$ cat src/mli_pkg.sv
// shared constants and types for the move and load instruction executor
package mli_pkg;

  // four-phase instruction cycle, one phase per clock
  localparam logic [1:0] Q_DECODE  = 2'h0;
  localparam logic [1:0] Q_READ    = 2'h1;
  localparam logic [1:0] Q_PROCESS = 2'h2;
  localparam logic [1:0] Q_WRITE   = 2'h3;

  // opcode patterns of the first word
  localparam logic [5:0] OP_FILE_COPY   = 6'h14;  // 0101 00da
  localparam logic [6:0] OP_ACC_STORE   = 7'h37;  // 0110 111a
  localparam logic [7:0] OP_ACC_LIT     = 8'h0E;  // 0000 1110
  localparam logic [7:0] OP_BANK_LIT    = 8'h01;  // 0000 0001
  localparam logic [3:0] OP_COPY_SRC    = 4'hC;   // 1100 fs
  localparam logic [9:0] OP_PTR_LIT     = 10'h3B8; // 1110 1110 00ff
  // second-word patterns
  localparam logic [3:0] OP_SECOND      = 4'hF;   // 1111 fd
  localparam logic [7:0] OP_PTR_SECOND  = 8'hF0;  // 1111 0000 kkkk kkkk

  // data space layout
  localparam logic [11:0] ACC_ADDR       = 12'hFE8; // accumulator location
  localparam logic [7:0]  ACCESS_SPLIT   = 8'h60;   // low/high access halves
  localparam logic [3:0]  ACCESS_HI_BANK = 4'hF;
  localparam logic [3:0]  ACCESS_LO_BANK = 4'h0;
  localparam logic [7:0]  INDEX_LIMIT    = 8'h5F;   // indexed when f <= 95
  localparam logic [1:0]  PTR_INVALID    = 2'h3;

  // reset values
  localparam logic [7:0]  ACC_RST  = 8'h00;
  localparam logic [7:0]  BANK_RST = 8'h00;
  localparam logic [11:0] PTR_RST  = 12'h000;
  localparam logic [7:0]  DATA_RST = 8'h00;

  // sequencer of two-word instructions
  typedef enum logic [1:0] {
    SEQ_FIRST = 2'b00,
    SEQ_PTR2  = 2'b01,
    SEQ_COPY2 = 2'b10
  } mli_seq_t;

  // data memory read request
  typedef struct packed {
    logic        en;
    logic [11:0] addr;
  } mli_mem_rd_t;

  // data memory write request
  typedef struct packed {
    logic        en;
    logic [11:0] addr;
    logic [7:0]  data;
  } mli_mem_wr_t;

  // status flags touched by this group
  typedef struct packed {
    logic neg;
    logic zero;
  } mli_status_t;

endpackage

$ cat src/mli_exec_top.sv
// executor for the move and load instruction group
// What this block does
// RL1: pointer load puts 12-bit literal in pointer; high then low, two cycles.
// RL2: file copy sends value to accumulator on d=0, back to file on d=1.
// RL3: file operand addresses any byte of a 256-byte bank.
// RL4: access bit 0 resolves the file operand in the fixed access bank.
// RL5: access bit 1 takes upper address bits from bank selector.
// RL6: access 0 with extended set: operand up to 95 is indexed offset.
// RL7: reg-to-reg copy reads source, then writes destination; no dummy read.
// RL8: reg-to-reg copy source and destination each reach the whole 4096 bytes.
// RL9: copy first word starts 1100, second word starts 1111.
// RL10: software never targets program counter low or stack top bytes.
// RL11: reg-to-reg copy may read or write the accumulator like memory.
// RL12: bank literal load writes low nibble only; high nibble stays zero.
// RL13: accumulator literal load takes one cycle, flags untouched.
// RL14: accumulator literal load decoded by upper byte 0000 1110.
// RL15: accumulator store writes file register in one cycle, no flags.
// RL16: file copy updates negative and zero flags from moved value.
`timescale 1ns/10ps
module mli_exec_top (
  input  wire logic                 clk_sys_i,
  input  wire logic                 rst_i,
  input  wire logic [15:0]          instr_i,
  input  wire logic                 instr_valid_i,
  input  wire logic                 ext_set_en_i,
  input  wire logic [7:0]           mem_rd_data_i,
  output mli_pkg::mli_mem_rd_t      mem_rd_o,
  output mli_pkg::mli_mem_wr_t      mem_wr_o,
  output logic [7:0]                acc_o,
  output logic [7:0]                bank_selector_reg_o,
  output logic [2:0][11:0]          indirect_pointer_o,
  output mli_pkg::mli_status_t      status_o,
  output logic [1:0]                q_phase_o,
  output logic                      instr_other_o,
  output logic                      instr_bad_o
);

  logic [1:0]           q_r;
  logic [15:0]          ir_r;
  logic                 ir_vld_r;
  mli_pkg::mli_seq_t    seq_r;
  logic [1:0]           ptr_sel_r;
  logic [7:0]           w_r;
  logic [7:0]           bsr_r;
  logic [11:0]          ptr_r [3];
  logic [7:0]           rd_data_r;
  mli_pkg::mli_mem_rd_t mem_rd_r;
  mli_pkg::mli_mem_wr_t mem_wr_r;
  mli_pkg::mli_status_t status_r;
  logic                 other_r;
  logic                 bad_r;

  logic        is_fcopy;
  logic        is_store;
  logic        is_acc_lit;
  logic        is_bank_lit;
  logic        is_rcopy;
  logic        is_ptr_lit;
  logic        exec_first;
  logic        second_ok;
  logic [11:0] faddr;
  logic        f_indexed;
  logic        wr_req;
  logic [11:0] wr_addr;
  logic [7:0]  wr_data;

  // phase divider: one instruction cycle is four clocks
  always_ff @(posedge clk_sys_i or posedge rst_i) begin
    if (rst_i) begin
      q_r <= mli_pkg::Q_DECODE;
    end else begin
      q_r <= q_r + 2'h1;
    end
  end

  // instruction word latched in the decode phase
  always_ff @(posedge clk_sys_i or posedge rst_i) begin
    if (rst_i) begin
      ir_r     <= 16'h0000;
      ir_vld_r <= 1'b0;
    end else if (q_r == mli_pkg::Q_DECODE) begin
      ir_r     <= instr_i;
      ir_vld_r <= instr_valid_i;
    end
  end

  // decode of the first word, and of the copy second word
  // RL14: upper byte pattern
  assign is_acc_lit  = ir_r[15:8] == mli_pkg::OP_ACC_LIT;
  assign is_fcopy    = ir_r[15:10] == mli_pkg::OP_FILE_COPY;
  assign is_store    = ir_r[15:9] == mli_pkg::OP_ACC_STORE;
  assign is_bank_lit = ir_r[15:8] == mli_pkg::OP_BANK_LIT;
  // RL9: copy opcode nibbles
  assign is_rcopy    = ir_r[15:12] == mli_pkg::OP_COPY_SRC;
  assign is_ptr_lit  = ir_r[15:6] == mli_pkg::OP_PTR_LIT;
  assign second_ok   = ir_vld_r && (ir_r[15:12] == mli_pkg::OP_SECOND);
  assign exec_first  = ir_vld_r && (seq_r == mli_pkg::SEQ_FIRST);

  // file operand resolution, indexed base is the third pointer
  mli_addr_res u_addr_res (
    .file_i       (ir_r[7:0]),
    .access_sel_i (ir_r[8]),
    .bank_i       (bsr_r[3:0]),
    .ext_en_i     (ext_set_en_i),
    .index_base_i (ptr_r[2]),
    .addr_o       (faddr),
    .indexed_o    (f_indexed)
  );

  // read request issued in the read phase
  always_ff @(posedge clk_sys_i or posedge rst_i) begin
    if (rst_i) begin
      mem_rd_r <= '0;
    end else if (q_r == mli_pkg::Q_READ && exec_first &&
                 (is_fcopy || is_rcopy)) begin
      mem_rd_r.en <= 1'b1;
      // RL8: full 12-bit source
      mem_rd_r.addr <= is_rcopy ? ir_r[11:0] : faddr;
    end else begin
      mem_rd_r.en <= 1'b0;
    end
  end

  // read data captured in the process phase
  always_ff @(posedge clk_sys_i or posedge rst_i) begin
    if (rst_i) begin
      rd_data_r <= mli_pkg::DATA_RST;
    end else if (q_r == mli_pkg::Q_PROCESS && mem_rd_r.en) begin
      // RL11: accumulator as source
      rd_data_r <= (mem_rd_r.addr == mli_pkg::ACC_ADDR) ? w_r
                                                        : mem_rd_data_i;
    end
  end

  // write target for the write phase
  always_comb begin
    wr_req  = 1'b0;
    wr_addr = faddr;
    wr_data = w_r;
    if (exec_first && is_store) begin
      // RL15: accumulator to file
      wr_req = 1'b1;
    end else if (exec_first && is_fcopy && ir_r[9]) begin
      // RL2: d=1 back to file
      wr_req  = 1'b1;
      wr_data = rd_data_r;
    end else if (seq_r == mli_pkg::SEQ_COPY2 && second_ok) begin
      // RL7: destination written second
      wr_req  = 1'b1;
      wr_addr = ir_r[11:0];
      wr_data = rd_data_r;
    end
  end

  // memory write pulse, the accumulator location stays internal
  always_ff @(posedge clk_sys_i or posedge rst_i) begin
    if (rst_i) begin
      mem_wr_r <= '0;
    end else if (q_r == mli_pkg::Q_WRITE && wr_req &&
                 wr_addr != mli_pkg::ACC_ADDR) begin
      mem_wr_r.en   <= 1'b1;
      mem_wr_r.addr <= wr_addr;
      mem_wr_r.data <= wr_data;
    end else begin
      mem_wr_r.en <= 1'b0;
    end
  end

  // accumulator
  always_ff @(posedge clk_sys_i or posedge rst_i) begin
    if (rst_i) begin
      w_r <= mli_pkg::ACC_RST;
    end else if (q_r == mli_pkg::Q_WRITE) begin
      if (wr_req && wr_addr == mli_pkg::ACC_ADDR) begin
        // RL11: accumulator as target
        w_r <= wr_data;
      end else if (exec_first && is_acc_lit) begin
        // RL13: literal in one cycle
        w_r <= ir_r[7:0];
      end else if (exec_first && is_fcopy && !ir_r[9]) begin
        // RL2: d=0 to accumulator
        w_r <= rd_data_r;
      end
    end
  end

  // bank selector, only the low nibble is loadable
  always_ff @(posedge clk_sys_i or posedge rst_i) begin
    if (rst_i) begin
      bsr_r <= mli_pkg::BANK_RST;
    end else if (q_r == mli_pkg::Q_WRITE && exec_first && is_bank_lit) begin
      // RL12: low nibble only
      bsr_r <= {4'h0, ir_r[3:0]};
    end
  end

  // status flags, touched only by the file copy
  always_ff @(posedge clk_sys_i or posedge rst_i) begin
    if (rst_i) begin
      status_r <= '0;
    end else if (q_r == mli_pkg::Q_WRITE && exec_first && is_fcopy) begin
      // RL16: flags from moved value
      status_r.neg  <= rd_data_r[7];
      status_r.zero <= rd_data_r == 8'h00;
    end
  end

  // two-word sequencer, steps in the write phase
  always_ff @(posedge clk_sys_i or posedge rst_i) begin
    if (rst_i) begin
      seq_r     <= mli_pkg::SEQ_FIRST;
      ptr_sel_r <= 2'h0;
    end else if (q_r == mli_pkg::Q_WRITE) begin
      unique case (seq_r)
        mli_pkg::SEQ_FIRST: begin
          if (exec_first && is_rcopy) begin
            seq_r <= mli_pkg::SEQ_COPY2;
          end else if (exec_first && is_ptr_lit &&
                       ir_r[5:4] != mli_pkg::PTR_INVALID) begin
            // RL1: two-cycle pointer load
            seq_r     <= mli_pkg::SEQ_PTR2;
            ptr_sel_r <= ir_r[5:4];
          end
        end
        mli_pkg::SEQ_PTR2:  seq_r <= mli_pkg::SEQ_FIRST;
        mli_pkg::SEQ_COPY2: seq_r <= mli_pkg::SEQ_FIRST;
        default:            seq_r <= mli_pkg::SEQ_FIRST;
      endcase
    end
  end

  // indirect pointers, high nibble first then low byte
  genvar gi;
  generate
    for (gi = 0; gi < 3; gi++) begin : g_ptr
      always_ff @(posedge clk_sys_i or posedge rst_i) begin
        if (rst_i) begin
          ptr_r[gi] <= mli_pkg::PTR_RST;
        end else if (q_r == mli_pkg::Q_WRITE) begin
          // RL1: high part first
          if (exec_first && is_ptr_lit && ir_r[5:4] == 2'(gi)) begin
            ptr_r[gi][11:8] <= ir_r[3:0];
          end else if (seq_r == mli_pkg::SEQ_PTR2 && ptr_sel_r == 2'(gi) &&
                       ir_vld_r && ir_r[15:8] == mli_pkg::OP_PTR_SECOND) begin
            ptr_r[gi][7:0] <= ir_r[7:0];
          end
        end
      end
      assign indirect_pointer_o[gi] = ptr_r[gi];
    end
  endgenerate

  // one-phase pulses: word outside this group, invalid pointer select, or broken second word
  always_ff @(posedge clk_sys_i or posedge rst_i) begin
    if (rst_i) begin
      other_r <= 1'b0;
      bad_r   <= 1'b0;
    end else if (q_r == mli_pkg::Q_WRITE) begin
      other_r <= exec_first && !(is_fcopy || is_store || is_acc_lit ||
                 is_bank_lit || is_rcopy || is_ptr_lit);
      bad_r <= (exec_first && is_ptr_lit &&
                ir_r[5:4] == mli_pkg::PTR_INVALID) ||
               (seq_r == mli_pkg::SEQ_COPY2 && !second_ok) ||
               (seq_r == mli_pkg::SEQ_PTR2 && !(ir_vld_r &&
                ir_r[15:8] == mli_pkg::OP_PTR_SECOND));
    end else begin
      other_r <= 1'b0;
      bad_r   <= 1'b0;
    end
  end

  // outputs straight from flops
  assign mem_rd_o            = mem_rd_r;
  assign mem_wr_o            = mem_wr_r;
  assign acc_o               = w_r;
  assign bank_selector_reg_o = bsr_r;
  assign status_o            = status_r;
  assign q_phase_o           = q_r;
  assign instr_other_o       = other_r;
  assign instr_bad_o         = bad_r;
endmodule // mli_exec_top

$ cat src/mli_addr_res.sv
// file operand to 12-bit data address resolver
`timescale 1ns/10ps
module mli_addr_res (
  input  wire logic [7:0]  file_i,
  input  wire logic        access_sel_i,
  input  wire logic [3:0]  bank_i,
  input  wire logic        ext_en_i,
  input  wire logic [11:0] index_base_i,
  output logic [11:0]      addr_o,
  output logic             indexed_o
);

  // indexed literal offset takes over low access half
  // RL6: indexed offset mode
  assign indexed_o = ext_en_i && !access_sel_i &&
                     (file_i <= mli_pkg::INDEX_LIMIT);

  // pick the address source
  always_comb begin
    if (indexed_o) begin
      addr_o = index_base_i + {4'h0, file_i};
    end else if (access_sel_i) begin
      // RL5: bank from selector
      addr_o = {bank_i, file_i};
    end else if (file_i < mli_pkg::ACCESS_SPLIT) begin
      // RL4: fixed access bank
      addr_o = {mli_pkg::ACCESS_LO_BANK, file_i};
    end else begin
      // RL3: 8-bit in-bank offset
      addr_o = {mli_pkg::ACCESS_HI_BANK, file_i};
    end
  end

endmodule // mli_addr_res

$ cat config.mk
export PLATFORM = sky130hd
export DESIGN_NAME = mli_exec_top
export DESIGN_NICKNAME = d
export VERILOG_FILES = /design/src/mli_pkg.sv /design/src/mli_exec_top.sv /design/src/mli_addr_res.sv
export SDC_FILE = /design/constraint.sdc
export NUM_CORES = 1
export LEC_CHECK = 0
export BUFFER_PORTS_ARGS = -buffer_cell sky130_fd_sc_hd__buf_2
export CORE_MARGIN = 5
export CORE_UTILIZATION = 55
export CTS_CLUSTER_SIZE = 16
export DETAILED_ROUTE_END_ITERATION = 8
export GPL_TIMING_DRIVEN = 0
export MAX_ROUTING_LAYER = met4
export PLACE_DENSITY = 0.77
export SYNTH_ARGS = -nofsm -noshare
export SYNTH_HDL_FRONTEND = slang
export SYNTH_SLANG_ARGS = --single-unit
$ cat constraint.sdc
create_clock -name clk_sys_i -period 4.23 [get_ports clk_sys_i]
set_input_delay 0.846 -clock clk_sys_i [delete_from_list [all_inputs] [get_ports clk_sys_i]]
set_output_delay 0.846 -clock clk_sys_i [all_outputs]
set_load 0.01 [all_outputs]
==> reports/summary.txt <==
ROUTING
-------------------------------------------------------------------------------------------------
Detailed Route WL                                                                        16300 µm
Via count                                                                                    4867
Wirelength per Cell                                                                       19.7 µm
Vias per cell                                                                                5.89
Detail Route Antenna Nets                                                                       0
Number of design-rule violations left by the first detailed-router iteration                  355
DRC viols                                                                                       0
1st-pass router iterations                                                                      5

GLOBAL ROUTING
-------------------------------------------------------------------------------------------------
Largest net degree at the start of global routing                                              61
Congestion Overflow GR                                                                          0
Vias in the first global route                                                               5027
GR Util All Layers                                                                          27.2%
Antenna violations before repair                                                                0
First-pass GRT wire length                                                               26400 µm

MIN PATH
-------------------------------------------------------------------------------------------------
Type of the worst min-delay path                                                     input port to async pin

WORST SETUP PATH
-------------------------------------------------------------------------------------------------
Maximum cell stage delay along the critical path                                          0.65 ns
Family with the most delay on the worst path                                         compound AO/OA/AOI/OAI gates
Arrival @ worst endpoint                                                                  4.09 ns
Cell at the slowest stage of the critical path                                            o41ai_1
Critical Path Fanout Max                                                                       10
Total buffers and inverters traversed by the critical path                                      2
Critical path cell sequence                                                          ha_1 -> clkbuf_1 -> or3b_2 -> o21ai_0 -> a311oi_1 -> o41ai_2 -> o221ai_1 -> o41ai_1 -> clkbuf_1 -> o21ai_0
CP startpoint kind                                                                       register
Worst EP required                                                                         4.61 ns
Element type at the critical path end                                                    register
Critical setup path kind                                                             register to register

SYNTHESIS
-------------------------------------------------------------------------------------------------
Count of flip-flops with a built-in enable after synthesis                                      0
Commonest cells in the synthesized netlist                                           dfrtp_1, mux2_2, nand2_1, o21ai_0
Synthesized cell area                                                                    5840 µm²
Top cells by area, synth                                                             dfrtp_1, mux2_2, mux2i_1
Area share of the largest cell type after synthesis                                         50.1%
Mean Syn Cell Area                                                                       10.8 µm²
Sequential-to-total area share from yosys stat                                              50.1%
Number of distinct library cell variants in the gate-level netlist after synthesis             62
Register bit total from synthesis                                                             117
Post-synth ARST share                                                                        100%
Library cell occupying the most area in the post-synthesis netlist                        dfrtp_1
Cell with the most instances after synthesis                                              dfrtp_1
Ys Warns                                                                                        0
Synth Flop Type                                                                           dfrtp_1
Mapped Cells                                                                                  541

FINISH
-------------------------------------------------------------------------------------------------
Number of inserted diodes                                                                       0
Layout net count                                                                              720
Core Util, Final                                                                            69.8%
Non-Filler Cell Area, Final                                                              7210 µm²
Area growth from synthesis to final layout                                                  23.4%
Fraction of final layout cells sized beyond drive strength 1                                31.8%

CLOCK TREE
-------------------------------------------------------------------------------------------------
CTS tree                                                                                    built
Clock-pin slew on the worst setup and hold paths                                          0.06 ns
Number of buffers inserted for hold repair after clock tree synthesis                           0
Number of levels the H-tree was split into                                                      4
CTS root buffer                                                                          clkbuf_8
CTS resizes                                                                                     0
Later-pin clock latency in the skew report                                                0.52 ns
Clock sink total                                                                              117
Worst-case clock buffer depth                                                                   2
CTS buffer count                                                                               17
Setup Fix Bufs, Post-CTS                                                                        0

STA
-------------------------------------------------------------------------------------------------
Total negative slack for setup checks                                                        0 ns
Shortest clock period the worst path allows after layout                                  3.71 ns
Worst Hold Slack                                                                         0.456 ns
Hold Violations, Final                                                                          0
Slew at the pin with the worst max-slew slack                                            0.802 ns
Share of the clock period used by the worst path after layout                               87.8%
Normalized max-slew margin                                                                  46.0%
Final-report max-slew violation count                                                           0
Setup repair after global routing missed its margin                                            no
Worst clock skew on the final layout                                                    0.0105 ns
Achievable clock frequency                                                                269 MHz
Final setup violating endpoints                                                                 0

DIE
-------------------------------------------------------------------------------------------------
Top-level port count                                                                          120
Die span in y                                                                              113 µm
DIE AREA                                                                                12800 µm²
Placement row count                                                                            37
Die width                                                                                  113 µm
Initial core utilization                                                                    56.6%
Core box area                                                                           10300 µm²

POWER AND IR DROP
-------------------------------------------------------------------------------------------------
Cell Pwr Density                                                                       399 nW/µm²
Leakage power of the design                                                               3.57 nW
Max rail drop VDD                                                                        0.288 mV
Power consumption                                                                         2.87 mW

PLACEMENT
-------------------------------------------------------------------------------------------------
HPWL after DPL                                                                           11800 µm
Number of port buffers                                                                        114
RD Place Congestion                                                                         0.891
Instance area after placement                                                            6630 µm²

OUTCOME
-------------------------------------------------------------------------------------------------
Outcome                                                                              complete, no violations

FLOW RUN
-------------------------------------------------------------------------------------------------
Max cap viols                                                                                   0

==> worst reg2reg max path: cells and delay by family (launching register included) <==
family                     cells  cell delay [ns]
adders and majority gates      1             0.30
buffers and inverters          2             0.67
AOI/OAI and AO/OA              6             1.59
and+or+nand+nor                1             0.47
DFF                            1             0.54
==> area by class of cell <==
cell class | count | area [µm²]
sequential | 117 | 2930
clock buffer | 21 | 449
fill | 792 | 3120
multi-input combinational | 379 | 2710
timing repair buffer | 116 | 603
buffer | 37 | 169
inverter | 11 | 43.8
tap | 136 | 170
clock inverter | 10 | 130
==> cell families (layout without fill, tap and decap cells) <==
kind of cell / Yosys count / count (layout) / share of synthesized area [%]
AOI/OAI and AO/OA: 128 / 128 / 14.5
xor gates and xnor gates: 8 / 8 / 1.20
adders and majority gates: 13 / 13 / 2.91
buffers and inverters: 48 / 195 / 3.60
DFF: 117 / 117 / 50.1
muxes: 80 / 80 / 14.9
other: 1 / 4 / 0.0642
and+or+nand+nor: 146 / 146 / 12.7
==> flip-flops by register name, summed over array words and instances, names as in the netlist <==
register / flops
ir_vld_r: 1
rd_data_r: 8
q_phase_o: 2
instr_other_o: 1
bank_selector_reg_o: 4
seq_r: 2
mem_rd_o: 13
status_o: 2
mem_wr_o: 21
ir_r: 16
acc_o: 8
ptr_sel_r: 2
instr_bad_o: 1
indirect_pointer_o: 36
==> layer usage <==
metal  up-vias  GRT usage [%]  wire length (µm)
met3        34           6.10              1130
met2       213           43.0              7820
li1       2230              -                 -
met1      2390           35.0              7020
met4         0           8.81               321
met5         -              -                 0
==> stage by stage <==
stage               worst slack, ns  std cells
floorplan                     0.283        544
global placement             -0.865        794
detailed placement            0.596        796
CTS                           0.572        827
global route                  0.290        827
finish                        0.516        827
==> where the power goes <==
| part | internal [mW] | leakage [nW] | switching, mW |
|---|---|---|---|
| Combinational | 0.0928 | 1.78 | 0.142 |
| Sequential | 1.17 | 1.51 | 0.0541 |
| Clock | 0.919 | 0.283 | 0.497 |
| Total | 2.18 | 3.57 | 0.693 |
==> final timing paths <==
| path | cells after the start | to | slack (ns) | startpoint |
|---|---|---|---|---|
| worst max-delay path | 10 | mem_wr_o[3] | 0.52 | ir_r[5] |
| worst max register to register | 10 | mem_wr_o[3] | 0.52 | ir_r[5] |
| worst min-delay path | 2 | ir_r[9] | 0.46 | rst_i |
| worst min register to register | 2 | mem_wr_o[1] | 0.48 | mem_wr_o[1] |
| max in group asynchronous | 3 | indirect_pointer_o[24] | 3.04 | rst_i |
| min in group clk_sys_i | 2 | mem_wr_o[1] | 0.48 | mem_wr_o[1] |
==> cell usage in the layout (no fill, tap or decap), types with 4 or more instances in the layout <==
master / count
mux2i_1: 23
clkbuf_16: 16
dfrtp_1: 117
mux2_2: 57
and3_1: 9
nand4b_1: 4
o21ai_0: 44
nand2b_1: 4
clkinv_2: 5
nor2_1: 30
conb_1: 4
a21o_1: 5
a221o_1: 8
nor4_1: 4
nand2_1: 47
clkbuf_1: 28
buf_2: 118
buf_4: 5
ha_1: 12
o211ai_1: 6
nand3_1: 7
and2_1: 8
inv_1: 10
a21oi_1: 30
nor2b_1: 7
o21a_1: 5
xnor2_1: 6
nor3_1: 8
Power figures use the tool's default switching activity.
